**src/hw/acc_pkg.sv**
```systemverilog
// Function
// - two modes, foreground and background, plus offset
// - foreground calibration forces output to mid-code
// - six cores, four active, two spares
// - foreground map A0 B1 C4 D5
// - core 2 spares 0/1, core 3 spares 4/5
// - calibrate linearity, gain, offset per core
// - foreground calibration always after power-up
// - trigger from pin or software, selectable
// - background mode never interrupts output data
// - calibrated spare replaces next active, forever
// - only one core calibrated at once in background; foreground calibrates cores 0,1,4,5 together
// - inputs may be driven; offset needs no DC
// - per-channel per-core trims readable and writable
// - foreground offset calibration runs once per sequence
package acc_pkg;
  // ****************************************************************
  // register map, byte addresses of aligned words
  // ****************************************************************
  localparam logic [11:0] ACC_OFS_CTRL   = 12'h000;
  localparam logic [11:0] ACC_OFS_STATUS = 12'h004;
  // delay registers keep their index; the word sits at four times it,
  // since an odd index cannot be an aligned byte address
  localparam logic [9:0]  ACC_IDX_SRCDLY = 10'h09a;
  localparam logic [9:0]  ACC_IDX_MUXDLY = 10'h09b;
  localparam logic [11:0] ACC_OFS_SRCDLY = {ACC_IDX_SRCDLY, 2'b00};
  localparam logic [11:0] ACC_OFS_MUXDLY = {ACC_IDX_MUXDLY, 2'b00};
  localparam logic [11:0] ACC_OFS_TRIM   = 12'h100;
  // ctrl field positions
  localparam int ACC_B_SWTRIG = 0;
  localparam int ACC_B_TRGSEL = 1;
  localparam int ACC_B_BGEN   = 2;
  localparam int ACC_B_FGOS   = 3;
  localparam int ACC_B_BGOS   = 4;
  // reset values
  localparam logic [7:0]  ACC_RST_SRCDLY = 8'h00;
  localparam logic [7:0]  ACC_RST_MUXDLY = 8'h00;
  localparam logic [7:0]  ACC_RST_TRIM   = 8'h80;
  localparam logic [11:0] ACC_MID_CODE   = 12'h000;
  // cycle, core and trim counts
  localparam int ACC_CAL_CYCLES = 64;
  localparam int ACC_OS_CYCLES  = 16;
  localparam int ACC_NCORE      = 6;
  localparam int ACC_NTRIM      = 18;
  // axi responses
  localparam logic [1:0] ACC_OKAY   = 2'b00;
  localparam logic [1:0] ACC_SLVERR = 2'b10;
  typedef enum logic [3:0] {
    ACC_FG_CAL = 4'b0001,
    ACC_FG_OS  = 4'b0010,
    ACC_RUN    = 4'b0100,
    ACC_BG_CAL = 4'b1000
  } acc_state_t;
endpackage : acc_pkg

```
**src/hw/acc_calib.sv**
```systemverilog
// Added by the designer: the AXI4-Lite interface to the registers.
`timescale 1ns/10ps
module acc_calib #(
  parameter int CAL_CYCLES = acc_pkg::ACC_CAL_CYCLES
) (
  input  wire logic        aclk,
  input  wire logic        aresetn,
  input  wire logic [11:0] awaddr,
  input  wire logic        awvalid,
  output logic             awready,
  input  wire logic [31:0] wdata,
  input  wire logic [3:0]  wstrb,
  input  wire logic        wvalid,
  output logic             wready,
  output logic [1:0]       bresp,
  output logic             bvalid,
  input  wire logic        bready,
  input  wire logic [11:0] araddr,
  input  wire logic        arvalid,
  output logic             arready,
  output logic [31:0]      rdata,
  output logic [1:0]       rresp,
  output logic             rvalid,
  input  wire logic        rready,
  input  wire logic        cal_trigger_pin,
  input  wire logic        sample_strobe,
  input  wire logic [47:0] core_data,
  output logic [47:0]      channel_data,
  output logic [5:0]       core_cal_active,
  output logic [5:0]       core_online,
  output logic             offset_cal_active,
  output logic             cal_busy
);
  import acc_pkg::*;

  typedef struct packed {
    acc_state_t  st;
    logic [15:0] cnt;
    logic        sw_trig;
    logic        trg_sel;
    logic        bg_en;
    logic        fg_os;
    logic        bg_os;
    logic        trig_q;
    logic        swap_req;
    logic [1:0]  rot;
    logic        ph;
    logic [7:0]  srcdly;
    logic [7:0]  muxdly;
    logic [ACC_NTRIM*8-1:0] trim;
    logic        aw_got;
    logic        w_got;
    logic [11:0] aw_a;
    logic [31:0] w_d;
    logic [3:0]  w_s;
    logic        awready;
    logic        wready;
    logic        bvalid;
    logic [1:0]  bresp;
    logic        arready;
    logic        rvalid;
    logic [31:0] rdata;
    logic [1:0]  rresp;
    logic [47:0] chan;
    logic [5:0]  cal_act;
    logic [5:0]  online;
    logic        os_act;
    logic        busy;
  } acc_calib_s_t;

  acc_calib_s_t s;
  acc_calib_s_t next_s;
  logic         trig;
  logic         trig_rise;
  logic [11:0]  lane_sel [4];
  logic [4:0]   trim_idx;
  logic [2:0]   bg_home;
  logic [2:0]   bg_spare;

  // home core of the lane under rotation and the spare of its pair
  assign bg_home  = (s.rot < 2'd2) ? 3'(s.rot) : 3'(s.rot) + 3'd2;
  assign bg_spare = (s.rot < 2'd2) ? 3'd2 : 3'd3;

  // ****************************************************************
  // trigger selection
  // ****************************************************************
  // one-bit select of pin or software bit; edge starts foreground
  assign trig      = s.trg_sel ? cal_trigger_pin : s.sw_trig;
  assign trig_rise = trig & ~s.trig_q;

  // ****************************************************************
  // output routing per lane
  // ****************************************************************
  // lanes A,B use spare 2; lanes C,D use spare 3 while their home
  // core is offline; the swap only takes effect on the next strobe
  genvar g;
  generate
    for (g = 0; g < 4; g++) begin : g_lane
      localparam int HOME  = (g < 2) ? g : g + 2;
      localparam int SPARE = (g < 2) ? 2 : 3;
      assign lane_sel[g] = (s.st == ACC_BG_CAL) && s.ph
        && s.rot == 2'(g)
        ? core_data[SPARE*12 +: 12] : core_data[HOME*12 +: 12];
    end
  endgenerate

  assign trim_idx = 5'((s.aw_a - ACC_OFS_TRIM) >> 2);

  // ****************************************************************
  // next state
  // ****************************************************************
  always_comb begin
    logic [4:0] ridx;
    ridx   = 5'((araddr - ACC_OFS_TRIM) >> 2);
    next_s = s;
    next_s.trig_q = trig;
    // sequencer
    case (s.st)
      ACC_FG_CAL: begin
        next_s.online  = 6'h00;
        next_s.cal_act = 6'h33;
        next_s.busy    = 1'b1;
        if (s.cnt == 16'(CAL_CYCLES - 1)) begin
          next_s.cnt = 16'h0000;
          next_s.st  = s.fg_os ? ACC_FG_OS : ACC_RUN;
        end else begin
          next_s.cnt = s.cnt + 16'h0001;
        end
      end
      ACC_FG_OS: begin
        next_s.os_act = 1'b1;
        if (s.cnt == 16'(ACC_OS_CYCLES - 1)) begin
          next_s.cnt    = 16'h0000;
          next_s.os_act = 1'b0;
          next_s.st     = ACC_RUN;
        end else begin
          next_s.cnt = s.cnt + 16'h0001;
        end
      end
      ACC_RUN: begin
        next_s.busy    = 1'b0;
        next_s.cal_act = 6'h00;
        next_s.os_act  = 1'b0;
        next_s.online  = 6'h33;
        if (s.bg_en) begin
          // spare of the lane to be released calibrates alone
          next_s.st  = ACC_BG_CAL;
          next_s.cnt = 16'h0000;
        end else if (trig_rise) begin
          next_s.st  = ACC_FG_CAL;
          next_s.cnt = 16'h0000;
        end
      end
      ACC_BG_CAL: begin
        // active lanes keep converting while the core calibrates
        next_s.busy = 1'b1;
        next_s.os_act  = s.bg_os;
        next_s.cal_act = 6'h00;
        next_s.online  = 6'h33;
        // phase 0 trims the spare, phase 1 the home core it replaces
        if (s.ph) begin
          next_s.cal_act[bg_home]  = 1'b1;
          next_s.online[bg_home]   = 1'b0;
          next_s.online[bg_spare]  = 1'b1;
        end else begin
          next_s.cal_act[bg_spare] = 1'b1;
        end
        if (s.cnt < 16'(CAL_CYCLES - 1)) begin
          next_s.cnt = s.cnt + 16'h0001;
        end else if (sample_strobe) begin
          // exchange only on a sample boundary
          next_s.cnt  = 16'h0000;
          next_s.ph   = ~s.ph;
          if (s.ph) next_s.rot = s.rot + 2'd1;
          if (!s.bg_en) begin
            next_s.st = ACC_RUN;
            next_s.ph = 1'b0;
          end
        end
      end
      default: next_s.st = ACC_FG_CAL;
    endcase
    // output samples; foreground holds mid-code
    if (s.st == ACC_FG_CAL || s.st == ACC_FG_OS) begin
      next_s.chan = {4{ACC_MID_CODE}};
    end else if (sample_strobe) begin
      next_s.chan = {lane_sel[3], lane_sel[2], lane_sel[1], lane_sel[0]};
    end
    // axi write: address and data in either order
    next_s.bvalid = s.bvalid & ~bready;
    if (awvalid && s.awready) begin
      next_s.aw_got = 1'b1;
      next_s.aw_a   = awaddr;
    end
    if (wvalid && s.wready) begin
      next_s.w_got = 1'b1;
      next_s.w_d   = wdata;
      next_s.w_s   = wstrb;
    end
    next_s.awready = ~next_s.aw_got & ~s.bvalid;
    next_s.wready  = ~next_s.w_got & ~s.bvalid;
    if (s.aw_got && s.w_got && !s.bvalid) begin
      next_s.aw_got = 1'b0;
      next_s.w_got  = 1'b0;
      next_s.bvalid = 1'b1;
      next_s.bresp  = ACC_OKAY;
      next_s.awready = 1'b0;
      next_s.wready  = 1'b0;
      if (s.w_s[0]) begin
        if (s.aw_a == ACC_OFS_CTRL) begin
          next_s.sw_trig = s.w_d[ACC_B_SWTRIG];
          next_s.trg_sel = s.w_d[ACC_B_TRGSEL];
          next_s.bg_en   = s.w_d[ACC_B_BGEN];
          next_s.fg_os   = s.w_d[ACC_B_FGOS];
          next_s.bg_os   = s.w_d[ACC_B_BGOS];
        end else if (s.aw_a == ACC_OFS_SRCDLY) begin
          next_s.srcdly = s.w_d[7:0];
        end else if (s.aw_a == ACC_OFS_MUXDLY) begin
          next_s.muxdly = s.w_d[7:0];
        end else if (s.aw_a >= ACC_OFS_TRIM
                     && s.aw_a < ACC_OFS_TRIM + 12'(4 * ACC_NTRIM)
                     && trim_idx < 5'(ACC_NTRIM)) begin
          next_s.trim[trim_idx*8 +: 8] = s.w_d[7:0];
        end else if (s.aw_a != ACC_OFS_STATUS) begin
          next_s.bresp = ACC_SLVERR;
        end
      end
    end
    // axi read
    next_s.rvalid  = s.rvalid & ~rready;
    next_s.arready = ~next_s.rvalid & ~(arvalid & s.arready);
    if (arvalid && s.arready) begin
      next_s.rvalid = 1'b1;
      next_s.rresp  = ACC_OKAY;
      next_s.rdata  = 32'h0000_0000;
      if (araddr == ACC_OFS_CTRL) begin
        next_s.rdata[4:0] = {s.bg_os, s.fg_os, s.bg_en,
                             s.trg_sel, s.sw_trig};
      end else if (araddr == ACC_OFS_STATUS) begin
        next_s.rdata[19:0] = {s.rot, s.online, s.cal_act,
                              s.st, s.os_act, s.busy};
      end else if (araddr == ACC_OFS_SRCDLY) begin
        next_s.rdata[7:0] = s.srcdly;
      end else if (araddr == ACC_OFS_MUXDLY) begin
        next_s.rdata[7:0] = s.muxdly;
      end else if (araddr >= ACC_OFS_TRIM
                   && araddr < ACC_OFS_TRIM + 12'(4 * ACC_NTRIM)
                   && ridx < 5'(ACC_NTRIM)) begin
        next_s.rdata[7:0] = s.trim[ridx*8 +: 8];
      end else begin
        next_s.rresp = ACC_SLVERR;
      end
    end
  end

  // ****************************************************************
  // state register
  // ****************************************************************
  // reset enters foreground calibration, as after power-up
  always_ff @(posedge aclk) begin
    if (!aresetn) begin
      s         <= '0;
      s.st      <= ACC_FG_CAL;
      s.srcdly  <= ACC_RST_SRCDLY;
      s.muxdly  <= ACC_RST_MUXDLY;
      s.trim    <= {ACC_NTRIM{ACC_RST_TRIM}};
      s.chan    <= {4{ACC_MID_CODE}};
      s.busy    <= 1'b1;
    end else begin
      s <= next_s;
    end
  end

  assign awready           = s.awready;
  assign wready            = s.wready;
  assign bvalid            = s.bvalid;
  assign bresp             = s.bresp;
  assign arready           = s.arready;
  assign rvalid            = s.rvalid;
  assign rdata             = s.rdata;
  assign rresp             = s.rresp;
  assign channel_data      = s.chan;
  assign core_cal_active   = s.cal_act;
  assign core_online       = s.online;
  assign offset_cal_active = s.os_act;
  assign cal_busy          = s.busy;

  // ****************************************************************
  // checks
  // ****************************************************************
  AST_MID: assert property (@(posedge aclk) disable iff (!aresetn)
    s.st == ACC_FG_CAL |=> channel_data == {4{ACC_MID_CODE}})
    else $error("output not mid-code in foreground");
  AST_ONE: assert property (@(posedge aclk) disable iff (!aresetn)
    s.st == ACC_BG_CAL |=> $onehot0(core_cal_active))
    else $error("more than one core calibrating");
  AST_SWAP: assert property (@(posedge aclk) disable iff (!aresetn)
    s.st == ACC_BG_CAL && $changed(s.rot) |-> $past(sample_strobe))
    else $error("swap off a sample boundary");
  AST_TRIG: assert property (@(posedge aclk) disable iff (!aresetn)
    s.st == ACC_RUN && !s.bg_en && trig_rise |=> s.st == ACC_FG_CAL)
    else $error("trigger did not start calibration");
  AST_BRESP: assert property (@(posedge aclk) disable iff (!aresetn)
    s.aw_got && s.w_got && !s.bvalid |=> bvalid)
    else $error("write response missing");
  AST_LIVE: assert property (@(posedge aclk) disable iff (!aresetn)
    s.st == ACC_BG_CAL |=> $countones(core_online) == 4)
    else $error("lane left without a core in background");
endmodule : acc_calib

```
**config.mk**
```make
export PLATFORM = sky130hd
export DESIGN_NAME = acc_calib
export DESIGN_NICKNAME = d
export VERILOG_FILES = /design/src/hw/acc_pkg.sv /design/src/hw/acc_calib.sv
export SDC_FILE = /design/constraint.sdc
export NUM_CORES = 1
export LEC_CHECK = 0
export BUFFER_PORTS_ARGS = -buffer_cell sky130_fd_sc_hd__buf_4
export CORE_ASPECT_RATIO = 1.2
export CORE_MARGIN = 1.5
export CORE_UTILIZATION = 56
export CTS_CLUSTER_DIAMETER = 150
export CTS_CLUSTER_SIZE = 24
export DETAILED_ROUTE_END_ITERATION = 7
export MAX_ROUTING_LAYER = met4
export PLACE_DENSITY = 0.76
export SLEW_MARGIN = 5
export SYNTH_ARGS = -nofsm -noshare
export SYNTH_HDL_FRONTEND = slang
export SYNTH_SLANG_ARGS = --single-unit
```
**constraint.sdc**
```tcl
create_clock -name aclk -period 3.2 [get_ports aclk]
set_input_delay 0.16 -clock aclk [delete_from_list [all_inputs] [get_ports aclk]]
set_output_delay 0.16 -clock aclk [all_outputs]
set_load 0.02 [all_outputs]
```
; ---- Word level (Yosys, flattened, before mapping)
; Cells that the tools add are included.
[op_classes]
addsub = 6
mul = 0
div = 0
order_cmp = 12
n_eq_ne = 22
shift = 3
n_mux = 54
n_bitwise = 23
reduce_logical = 36
[op_table]
columns = cell, count
row1 = bitwise mux 144 bit, 1
row2 = variable shift 8 x 34 -> 144 bit (first input constant), 1
row3 = variable part select 144 x 9 -> 8 bit, 1
row4 = variable part select 8 x 34 -> 144 bit, 1
row5 = one-hot mux 16 bit (4 select lines), 1
row6 = two-way mux 12 bit, 5
row7 = two-way mux 20 bit, 3
row8 = == test 12 x 10 -> 1 bit (second input constant), 4
row9 = two-way mux 16 bit, 3
row10 = one-hot mux 12 bit (3 select lines), 1
row11 = two-way mux 35 bit, 1
row12 = negation 8 -> 34 bit, 1
row13 = two-way mux 8 bit, 4
row14 = greater-or-equal comparator 12 x 9 -> 1 bit (second input constant), 2
row15 = zero test 12 bit, 2
row16 = < comparator 12 x 9 -> 1 bit (second input constant), 2
row17 = two-way mux 2 bit, 11
row18 = adder 16 x 1 -> 16 bit (second input constant), 1
row19 = == test 16 x 4 -> 1 bit (second input constant), 1
row20 = == test 16 x 6 -> 1 bit (second input constant), 1
row21 = logical AND 1 bit, 16
row22 = < comparator 16 x 6 -> 1 bit (second input constant), 1
row23 = two-way mux 4 bit, 4
row24 = one-hot mux 4 bit (4 select lines), 1
row25 = other kinds (43), 87
[word_totals]
regBits = 303
latchBits = 0
ram_bits = 0
romBits = 0
input_bits = 117
out_inout_bits = 103
n_memories = 0

; ---- Depth between registers and ports, before layout
; Gate-level depths: netlist of run 1.
[depth]
ltp_word = 10
depth_mapped = 12
mapped_depth_nobuf = 9

; ---- Least setup slack after synthesis of run 1
; Ideal clock, no wire load.
[synth_path]
path_kind = register to register
startpoint = register s[141] (netlist bit)
endpoint = register s[176] (netlist bit)
arrival_ns = 2.734
required_time_ns = 3.071
slack_ns = 0.337
path_stages_with_launch = 11
period_less_slack_ns = 2.863
cell_sequence = dfxtp_1 clkinv_1 ha_1 buf_2 nor3b_1 ha_1 a2111oi_4 nand3_2 or4_1 buf_6 mux2i_1
[synth_via]
elab_chain_cells = 4
elab_cells_between_ends = 17
classes_between = 2 x add/sub / 3 x order compare / 2 x eq/ne / 2 x shift / 1 x mux / 3 x bitwise / 4 x reduce/logical
[synth_rtl]
columns = item, line_no
row1 = start: declaration, acc_calib.sv:71  ; acc_calib_s_t s;
row2 = start signal: assignment, acc_calib.sv:270  ; s <= next_s;
row3 = "subtractor 7 x 1 -> 7 bit, or another cell as far along", acc_calib.sv:107  ; assign trim_idx = 5'((s.aw_a - ACC_OFS_TRIM) >> 2);
row4 = "negation 8 -> 34 bit, or another cell as far along", acc_calib.sv:223  ; next_s.trim[trim_idx*8 +: 8] = s.w_d[7:0];
row5 = "variable part select 8 x 34 -> 144 bit, or another cell as far along", acc_calib.sv:223
row6 = bitwise mux 144 bit / AND reduction 6 bit (equally long branches), -
; Parallel ways exist; a longest one is shown, timed or not.
; A chain may end at the register's enable or synchronous reset.

; ---- Worst setup path after layout of run 1
[layout_path]
startpoint = register s[342] (netlist bit)
endpoint = register s, in the netlist channel_data[7]
[layout_via]
elab_chain_cells = 4
elab_cells_between_ends = 8
classes_between = 3 x eq/ne / 1 x mux / 4 x reduce/logical
[layout_rtl]
columns = item, line_no
row1 = == test 4 bit, acc_calib.sv:101  ; assign lane_sel[g] = (s.st == ACC_BG_CAL) && s.ph
row2 = logical AND 1 bit, acc_calib.sv:101
row3 = logical AND 1 bit, acc_calib.sv:102  ; && s.rot == 2'(g)
row4 = two-way mux 12 bit, acc_calib.sv:103  ; ? core_data[SPARE*12 +: 12] : core_data[HOME*12 +: 12];
; Parallel ways exist; a longest one is shown, timed or not.

==> summary.txt, run 1 <==
status = finished clean
Async S/R FF share, synth = 0%
main combinational cell family by area after synthesis = simple AND/OR/NAND/NOR gates
hpwl dp = 26700 µm
Final Util = 64.1%
share of post-route cells with drive strength above 1 = 17.9%
Gate Count Post-Synth = 1587
initial antenna violation count = 0
# DRC = 0
max-cap violations = 0
mux share of post-synthesis cell area = 14.5%
largest net degree at the start of global routing = 96
actual slew at the worst max-slew pin = 1.03 ns
# H-tree levels = 1
Synth Area in Compound Gates = 14.1%
Rows = 63
FF+latch area = 5790 µm²
clock slew seen by the registers of the worst setup and hold paths = 0.10 ns
synth warn = 0
pre-CTS setup slack = 0.427 ns
Clock Latency Late Sink = 0.51 ns
Power Density = 408 nW/µm²
VDD IR max = 0.286 mV
max_slew headroom = 31.4%
EDFF count, synth = 0
Synth area leaders = dfxtp_1, mux2i_1, mux4_2
Antenna diodes = 0
Pleak = 6.30 nW
routed length per instance = 19.1 µm
cell taking the most area after synthesis = dfxtp_1
setup_tns = 0 ns
Setup CP Type = reg -> reg
Synth Area per Inst = 8.88 µm²
Synth Flop Type = dfxtp_1
CTS tree = built
Worst Skew = 0.0252 ns
total congestion overflow = 0
die area = 26100 µm²
Worst setup EP type = flop
unrepaired setup endpoints after global routing = false
ANT nets after route = 0
xor and xnor area share after synthesis = 0.311%
period utilisation layout = 90.9%
critical-path maximum fanout = 15
WL final = 38000 µm
Worst setup SP type = flop
mapped cell area = 14100 µm²
number of global-route vias before repair = 11.7k
endpoints failing setup = 0
CTS max path bufs = 3
Fillers = 2143
first-pass GRT wire length = 60800 µm
area of the core = 24800 µm²
final worst path period need = 2.91 ns
Hold Vio Cnt, Final = 0
fmax = 344 MHz
setup ws final = 0.290 ns
Global Route Usage Sum = 29.4%
Final Max Tran Viols = 0
Sink Count = 289
Pre-Repair DR Iteration Count = 5
WP data required = 3.62 ns
class of the worst hold path = in -> reg
num ports = 220
fin nets = 1789
WHS = 0.0195 ns
Simple-Gate Fraction of Synth Area = 20.1%
Worst Path Arrival = 3.33 ns
drt first-iter violations = 888
sequential-to-total area share from yosys stat = 41.0%
Distinct cells, synth = 83
clk root buf = clkbuf_16
total CTS buffers = 16
Yosys top cell area share = 41.0%
chip height = 177 µm
Setup Buffers After CTS = 0
FF+latch count, synth = 289
vias = 12.1k
vias per cell = 6.07
I/O Buffers = 178
area of the multi-input gates = 7100 µm²
Die W = 148 µm
Area growth syn-to-layout = 12.5%
Initial Util = 57.0%
Post-Synth Adder-Cell Area = 0.887%
RD Place Congestion = 0.930
## where the power goes
| group | leakage [nW] | internal (mW) | switching (mW) |
|---|---|---|---|
| Clock | 0.222 | 0.977 | 1.20 |
| Combinational | 3.74 | 0.252 | 0.377 |
| Sequential | 2.33 | 3.62 | 0.0432 |
## cells in the final DEF (no fill, tap or decap), types with 16 or more instances in the layout
cell type	instances
mux4_2	33
nor2_1	147
dlygate4sd3_1	41
dfxtp_1	289
or4_1	21
a211oi_1	46
nand3_1	93
mux2i_1	130
inv_1	16
o21ai_0	74
nor3_1	16
o31ai_1	18
a22oi_1	17
buf_4	217
nand4_1	18
nand2_1	188
clkbuf_16	17
a21oi_1	63
o211ai_1	16
## per-layer routing
| metal | vias to the layer above | wire (µm) | GRT usage, % |
|---|---|---|---|
| li1 | 5736 | - | - |
| met3 | 83 | 2060 | 2.91 |
| met1 | 5838 | 15200 | 34.5 |
| met4 | 0 | 1130 | 9.28 |
| met5 | - | 0 | - |
| met2 | 405 | 19700 | 52.7 |
## flip-flops by register name (all words and copies together), names as in the netlist, 6 cells and up
register         flops
channel_data        36
core_cal_active      6
core_online          6
rdata               20
s                  212
## metrics by stage
step	cell area, µm²	cells	power (mW)
after floorplan	14100	1600	4.12
after global placement	15000	1928	4.32
after detailed placement	15000	1928	4.33
after CTS	15900	1988	6.51
after global routing	15900	1988	6.67
final	15900	1988	6.48
## worst max-delay path, cell delays in order, from the launching register on
cell,delay [ns]
dfxtp_1,0.61
nor4b_2,0.55
and2_1,0.35
nand2_2,0.31
mux2i_1,0.20
dlygate4sd3_1,0.57
a211oi_1,0.22
## path summary, 6_finish.rpt
kind | to | slack (ns) | startpoint | cells past startpoint
setup / recovery | channel_data[7]$_SDFFE_PP0P_ | 0.29 | s[342]$_SDFFE_PN0P_ | 6
setup reg to reg | channel_data[7]$_SDFFE_PP0P_ | 0.29 | s[342]$_SDFFE_PN0P_ | 6
hold reg to reg | s[242]$_SDFFE_PN0P_ | 0.46 | s[242]$_SDFFE_PN0P_ | 2
hold / removal | channel_data[16]$_SDFFE_PP0P_ | 0.02 | core_data[16] | 3
## timing repair
item / CTS / global route
gates resized for setup: 0 / 2
hold buffers: 41 / 0
setup endpoints to repair: 0 / 2
endpoints found under the hold margin: 41 / 0
## cells in the mapped netlist, types with 14 or more instances
library cell / count
dfxtp_1: 289
nand2_1: 190
nor2_1: 147
mux2i_1: 130
buf_4: 96
nand3_1: 93
clkbuf_1: 84
o21ai_0: 74
a21oi_1: 63
a211oi_1: 46
mux4_2: 33
buf_2: 21
or4_1: 21
nand4_1: 18
o31ai_1: 18
a22oi_1: 17
inv_1: 17
nor3_1: 16
o211ai_1: 16
and2_1: 14
## kinds of logic after synthesis
group	Yosys count
compound gates	302
mux	163
buf+inv	233
other cells	1
flops	289
simple gates	584
xor+xnor	5
fa+ha+maj	10
## area by class of cell
type | instances | share of cell area, %
flip-flops and latches | 289 | 36.5
repair buffers | 258 | 12.9
multi-input cells | 1078 | 44.8
well taps | 325 | 2.56
clock buffers | 18 | 2.70
clock inverters | 1 | 0.189
inverters | 19 | 0.465
No activity file was read; power rests on OpenSTA's default activity.
==> run 2, diff against run 1 <==
==> constraint.sdc (replaced) <==
create_clock -name aclk -period 3.2 [get_ports aclk]
set_input_delay 0.48 -clock aclk [delete_from_list [all_inputs] [get_ports aclk]]
set_output_delay 0.48 -clock aclk [all_outputs]
set_load 0.02 [all_outputs]
==> summary.txt, run 2 (synthesis gave the netlist of run 1 again) <==
Setup Buffers After CTS = 0 (unchanged)
total congestion overflow = 0 (unchanged)
num ports = 220 (unchanged)
Worst setup EP type = flop
post-route cell area = 15500 µm² (-2.5%)
period utilisation layout = 87.9% (-3.0 points)
number of global-route vias before repair = 11.5k (-2.5%)
setup_tns = 0 ns (unchanged)
FF+latch area = 5790 µm² (unchanged)
Worst Path Arrival = 3.26 ns (-0.07 ns)
area of the multi-input gates = 7100 µm² (about the same)
cell total after placement = 1930 (+0.10%)
Antenna diodes = 0 (unchanged)
commonest non-fill, non-tap cells in the layout = dfxtp_1, buf_4, nand2_1
CTS max path bufs = 3 (unchanged)
vias per cell = 6.10 (+0.56%)
class of the worst hold path = in -> reg
first-pass GRT wire length = 58900 µm (-3.2%)
initial antenna violation count = 0 (unchanged)
die area = 26100 µm² (unchanged)
chip height = 177 µm (unchanged)
Final Max Tran Viols = 0 (unchanged)
area of the core = 24800 µm² (unchanged)
# DRC = 0 (unchanged)
vias = 11.9k (-1.4%)
RD Place Congestion = 0.920 (-1.1%)
fin nets = 1750 (-2.2%)
fmax = 356 MHz (+3.5%)
Setup CP Type = reg -> reg
Rows = 63 (unchanged)
Power Total = 6.44 mW (-0.56%)
Post-DP Area = 15000 µm² (+0.10%)
unrepaired setup endpoints after global routing = false
Hold Vio Cnt, Final = 0 (unchanged)
most common cell after layout, fill and taps aside = dfxtp_1
Initial Util = 57.0% (unchanged)
Die W = 148 µm (unchanged)
ANT nets after route = 0 (unchanged)
final worst path period need = 2.81 ns (-0.0971 ns)
endpoints failing setup = 0 (unchanged)
Slowest-stage cell, CP = a21oi_1
total CTS buffers = 16 (unchanged)
non-filler instance count after layout = 1949 (-2.0%)
CTS tree = built
largest net degree at the start of global routing = 65 (-32%)
Clock Latency Late Sink = 0.52 ns (about the same)
VDD IR max = 0.422 mV (+48%)
Top reg by flops = s
Pre-Repair DR Iteration Count = 5 (unchanged)
critical-path maximum fanout = 10 (-5)
worst-path cell chain = clkinv_1, ha_1, nor3b_1, ha_1, inv_1, a21oi_1, nand4_4, or3_1, a21oi_1
Worst Skew = 0.0297 ns (+0.00453 ns)
r2r setup slk = 0.39 ns (+0.10 ns)
clock slew seen by the registers of the worst setup and hold paths = 0.10 ns (about the same)
Area growth syn-to-layout = 9.70%
hpwl dp = 26900 µm (+0.64%)
share of post-route cells with drive strength above 1 = 18.3% (+0.43 points)
drt first-iter violations = 940 (+5.9%)
actual slew at the worst max-slew pin = 0.962 ns (-0.0666 ns)
max-cap violations = 0 (unchanged)
post-CTS sizing = 0 (unchanged)
Power Density = 416 nW/µm² (+2.0%)
Worst setup SP type = flop
# H-tree levels = 1 (unchanged)
Largest register FFs = 212 (unchanged)
max_slew headroom = 35.6% (+4.2 points)
Global Route Usage Sum = 28.7% (-0.67 points)
Pleak = 6.13 nW (-2.6%)
cts hold-fix bufs = 0 (-100%)
clk root buf = clkbuf_16
Sink Count = 289 (unchanged)
routed length per instance = 19.1 µm (about the same)
status = finished clean
crit path buf inv count = 2 (+1)
WP data required = 3.65 ns (+0.03 ns)
Fillers = 2119 (-1.1%)
slowest stage delay, CP = 0.45 ns (-0.16 ns)
CP delay by family, top = simple AND/OR/NAND/NOR gates
WL final = 37300 µm (-2.0%)
Final Util = 62.5% (-1.6 points)
I/O Buffers = 178 (unchanged)
run 2: path summary, 6_finish.rpt:
| path | start | endpoint | cells past startpoint |
|---|---|---|---|
| worst max-delay path | s[141]$_SDFFE_PN0P_ | s[242]$_SDFFE_PN0P_ | 9 |
| worst min-delay path | awaddr[4] | s[143]$_SDFFE_PN0P_ | 3 |
| worst max register to register | s[141]$_SDFFE_PN0P_ | s[242]$_SDFFE_PN0P_ | 9 |
| worst min register to register | s[278]$_SDFFE_PN0P_ | s[278]$_SDFFE_PN0P_ | 2 |
run 2: through the flow:
step	hold slack [ns]	setup slack (ns)
after floorplan	0.420	0.337
after global placement	0.434	0.469
after detailed placement	0.447	0.422
after CTS	0.189	0.388
after global routing	0.195	0.178
final	0.197	0.387
run 2: worst register-to-register path, delay by kind of cell (launching register included):
kind	cells	cell delay, ns
AOI/OAI and AO/OA	2	0.59
buffers and inverters	2	0.22
and+or+nand+nor	3	0.94
adders and majority gates	2	0.65
DFF	1	0.34
run 2: final cells by class:
| type | count | area share (%) |
|---|---|---|
| multi-input cells | 1078 | 45.9 |
| flip-flops and latches | 289 | 37.4 |
| repair buffers | 219 | 10.6 |
| clock buffers | 18 | 2.77 |
| well taps | 325 | 2.63 |
| inverters | 19 | 0.477 |
| clock inverters | 1 | 0.194 |
run 2: metal layers:
layer  vias to the layer above  GRT usage, %  wire (µm)
met3                        85          3.63       2110
met5                         -             -          0
met4                         0          10.6       1200
met2                       407          51.2      19100
li1                       5644             -          -
met1                      5756          32.8      14900
run 2: power breakdown:
group | internal [mW] | total [mW] | leakage, nW | switching [mW]
clock | 0.977 | 2.18 | 0.222 | 1.21
combinational | 0.221 | 0.592 | 3.58 | 0.371
sequential | 3.62 | 3.67 | 2.33 | 0.0427
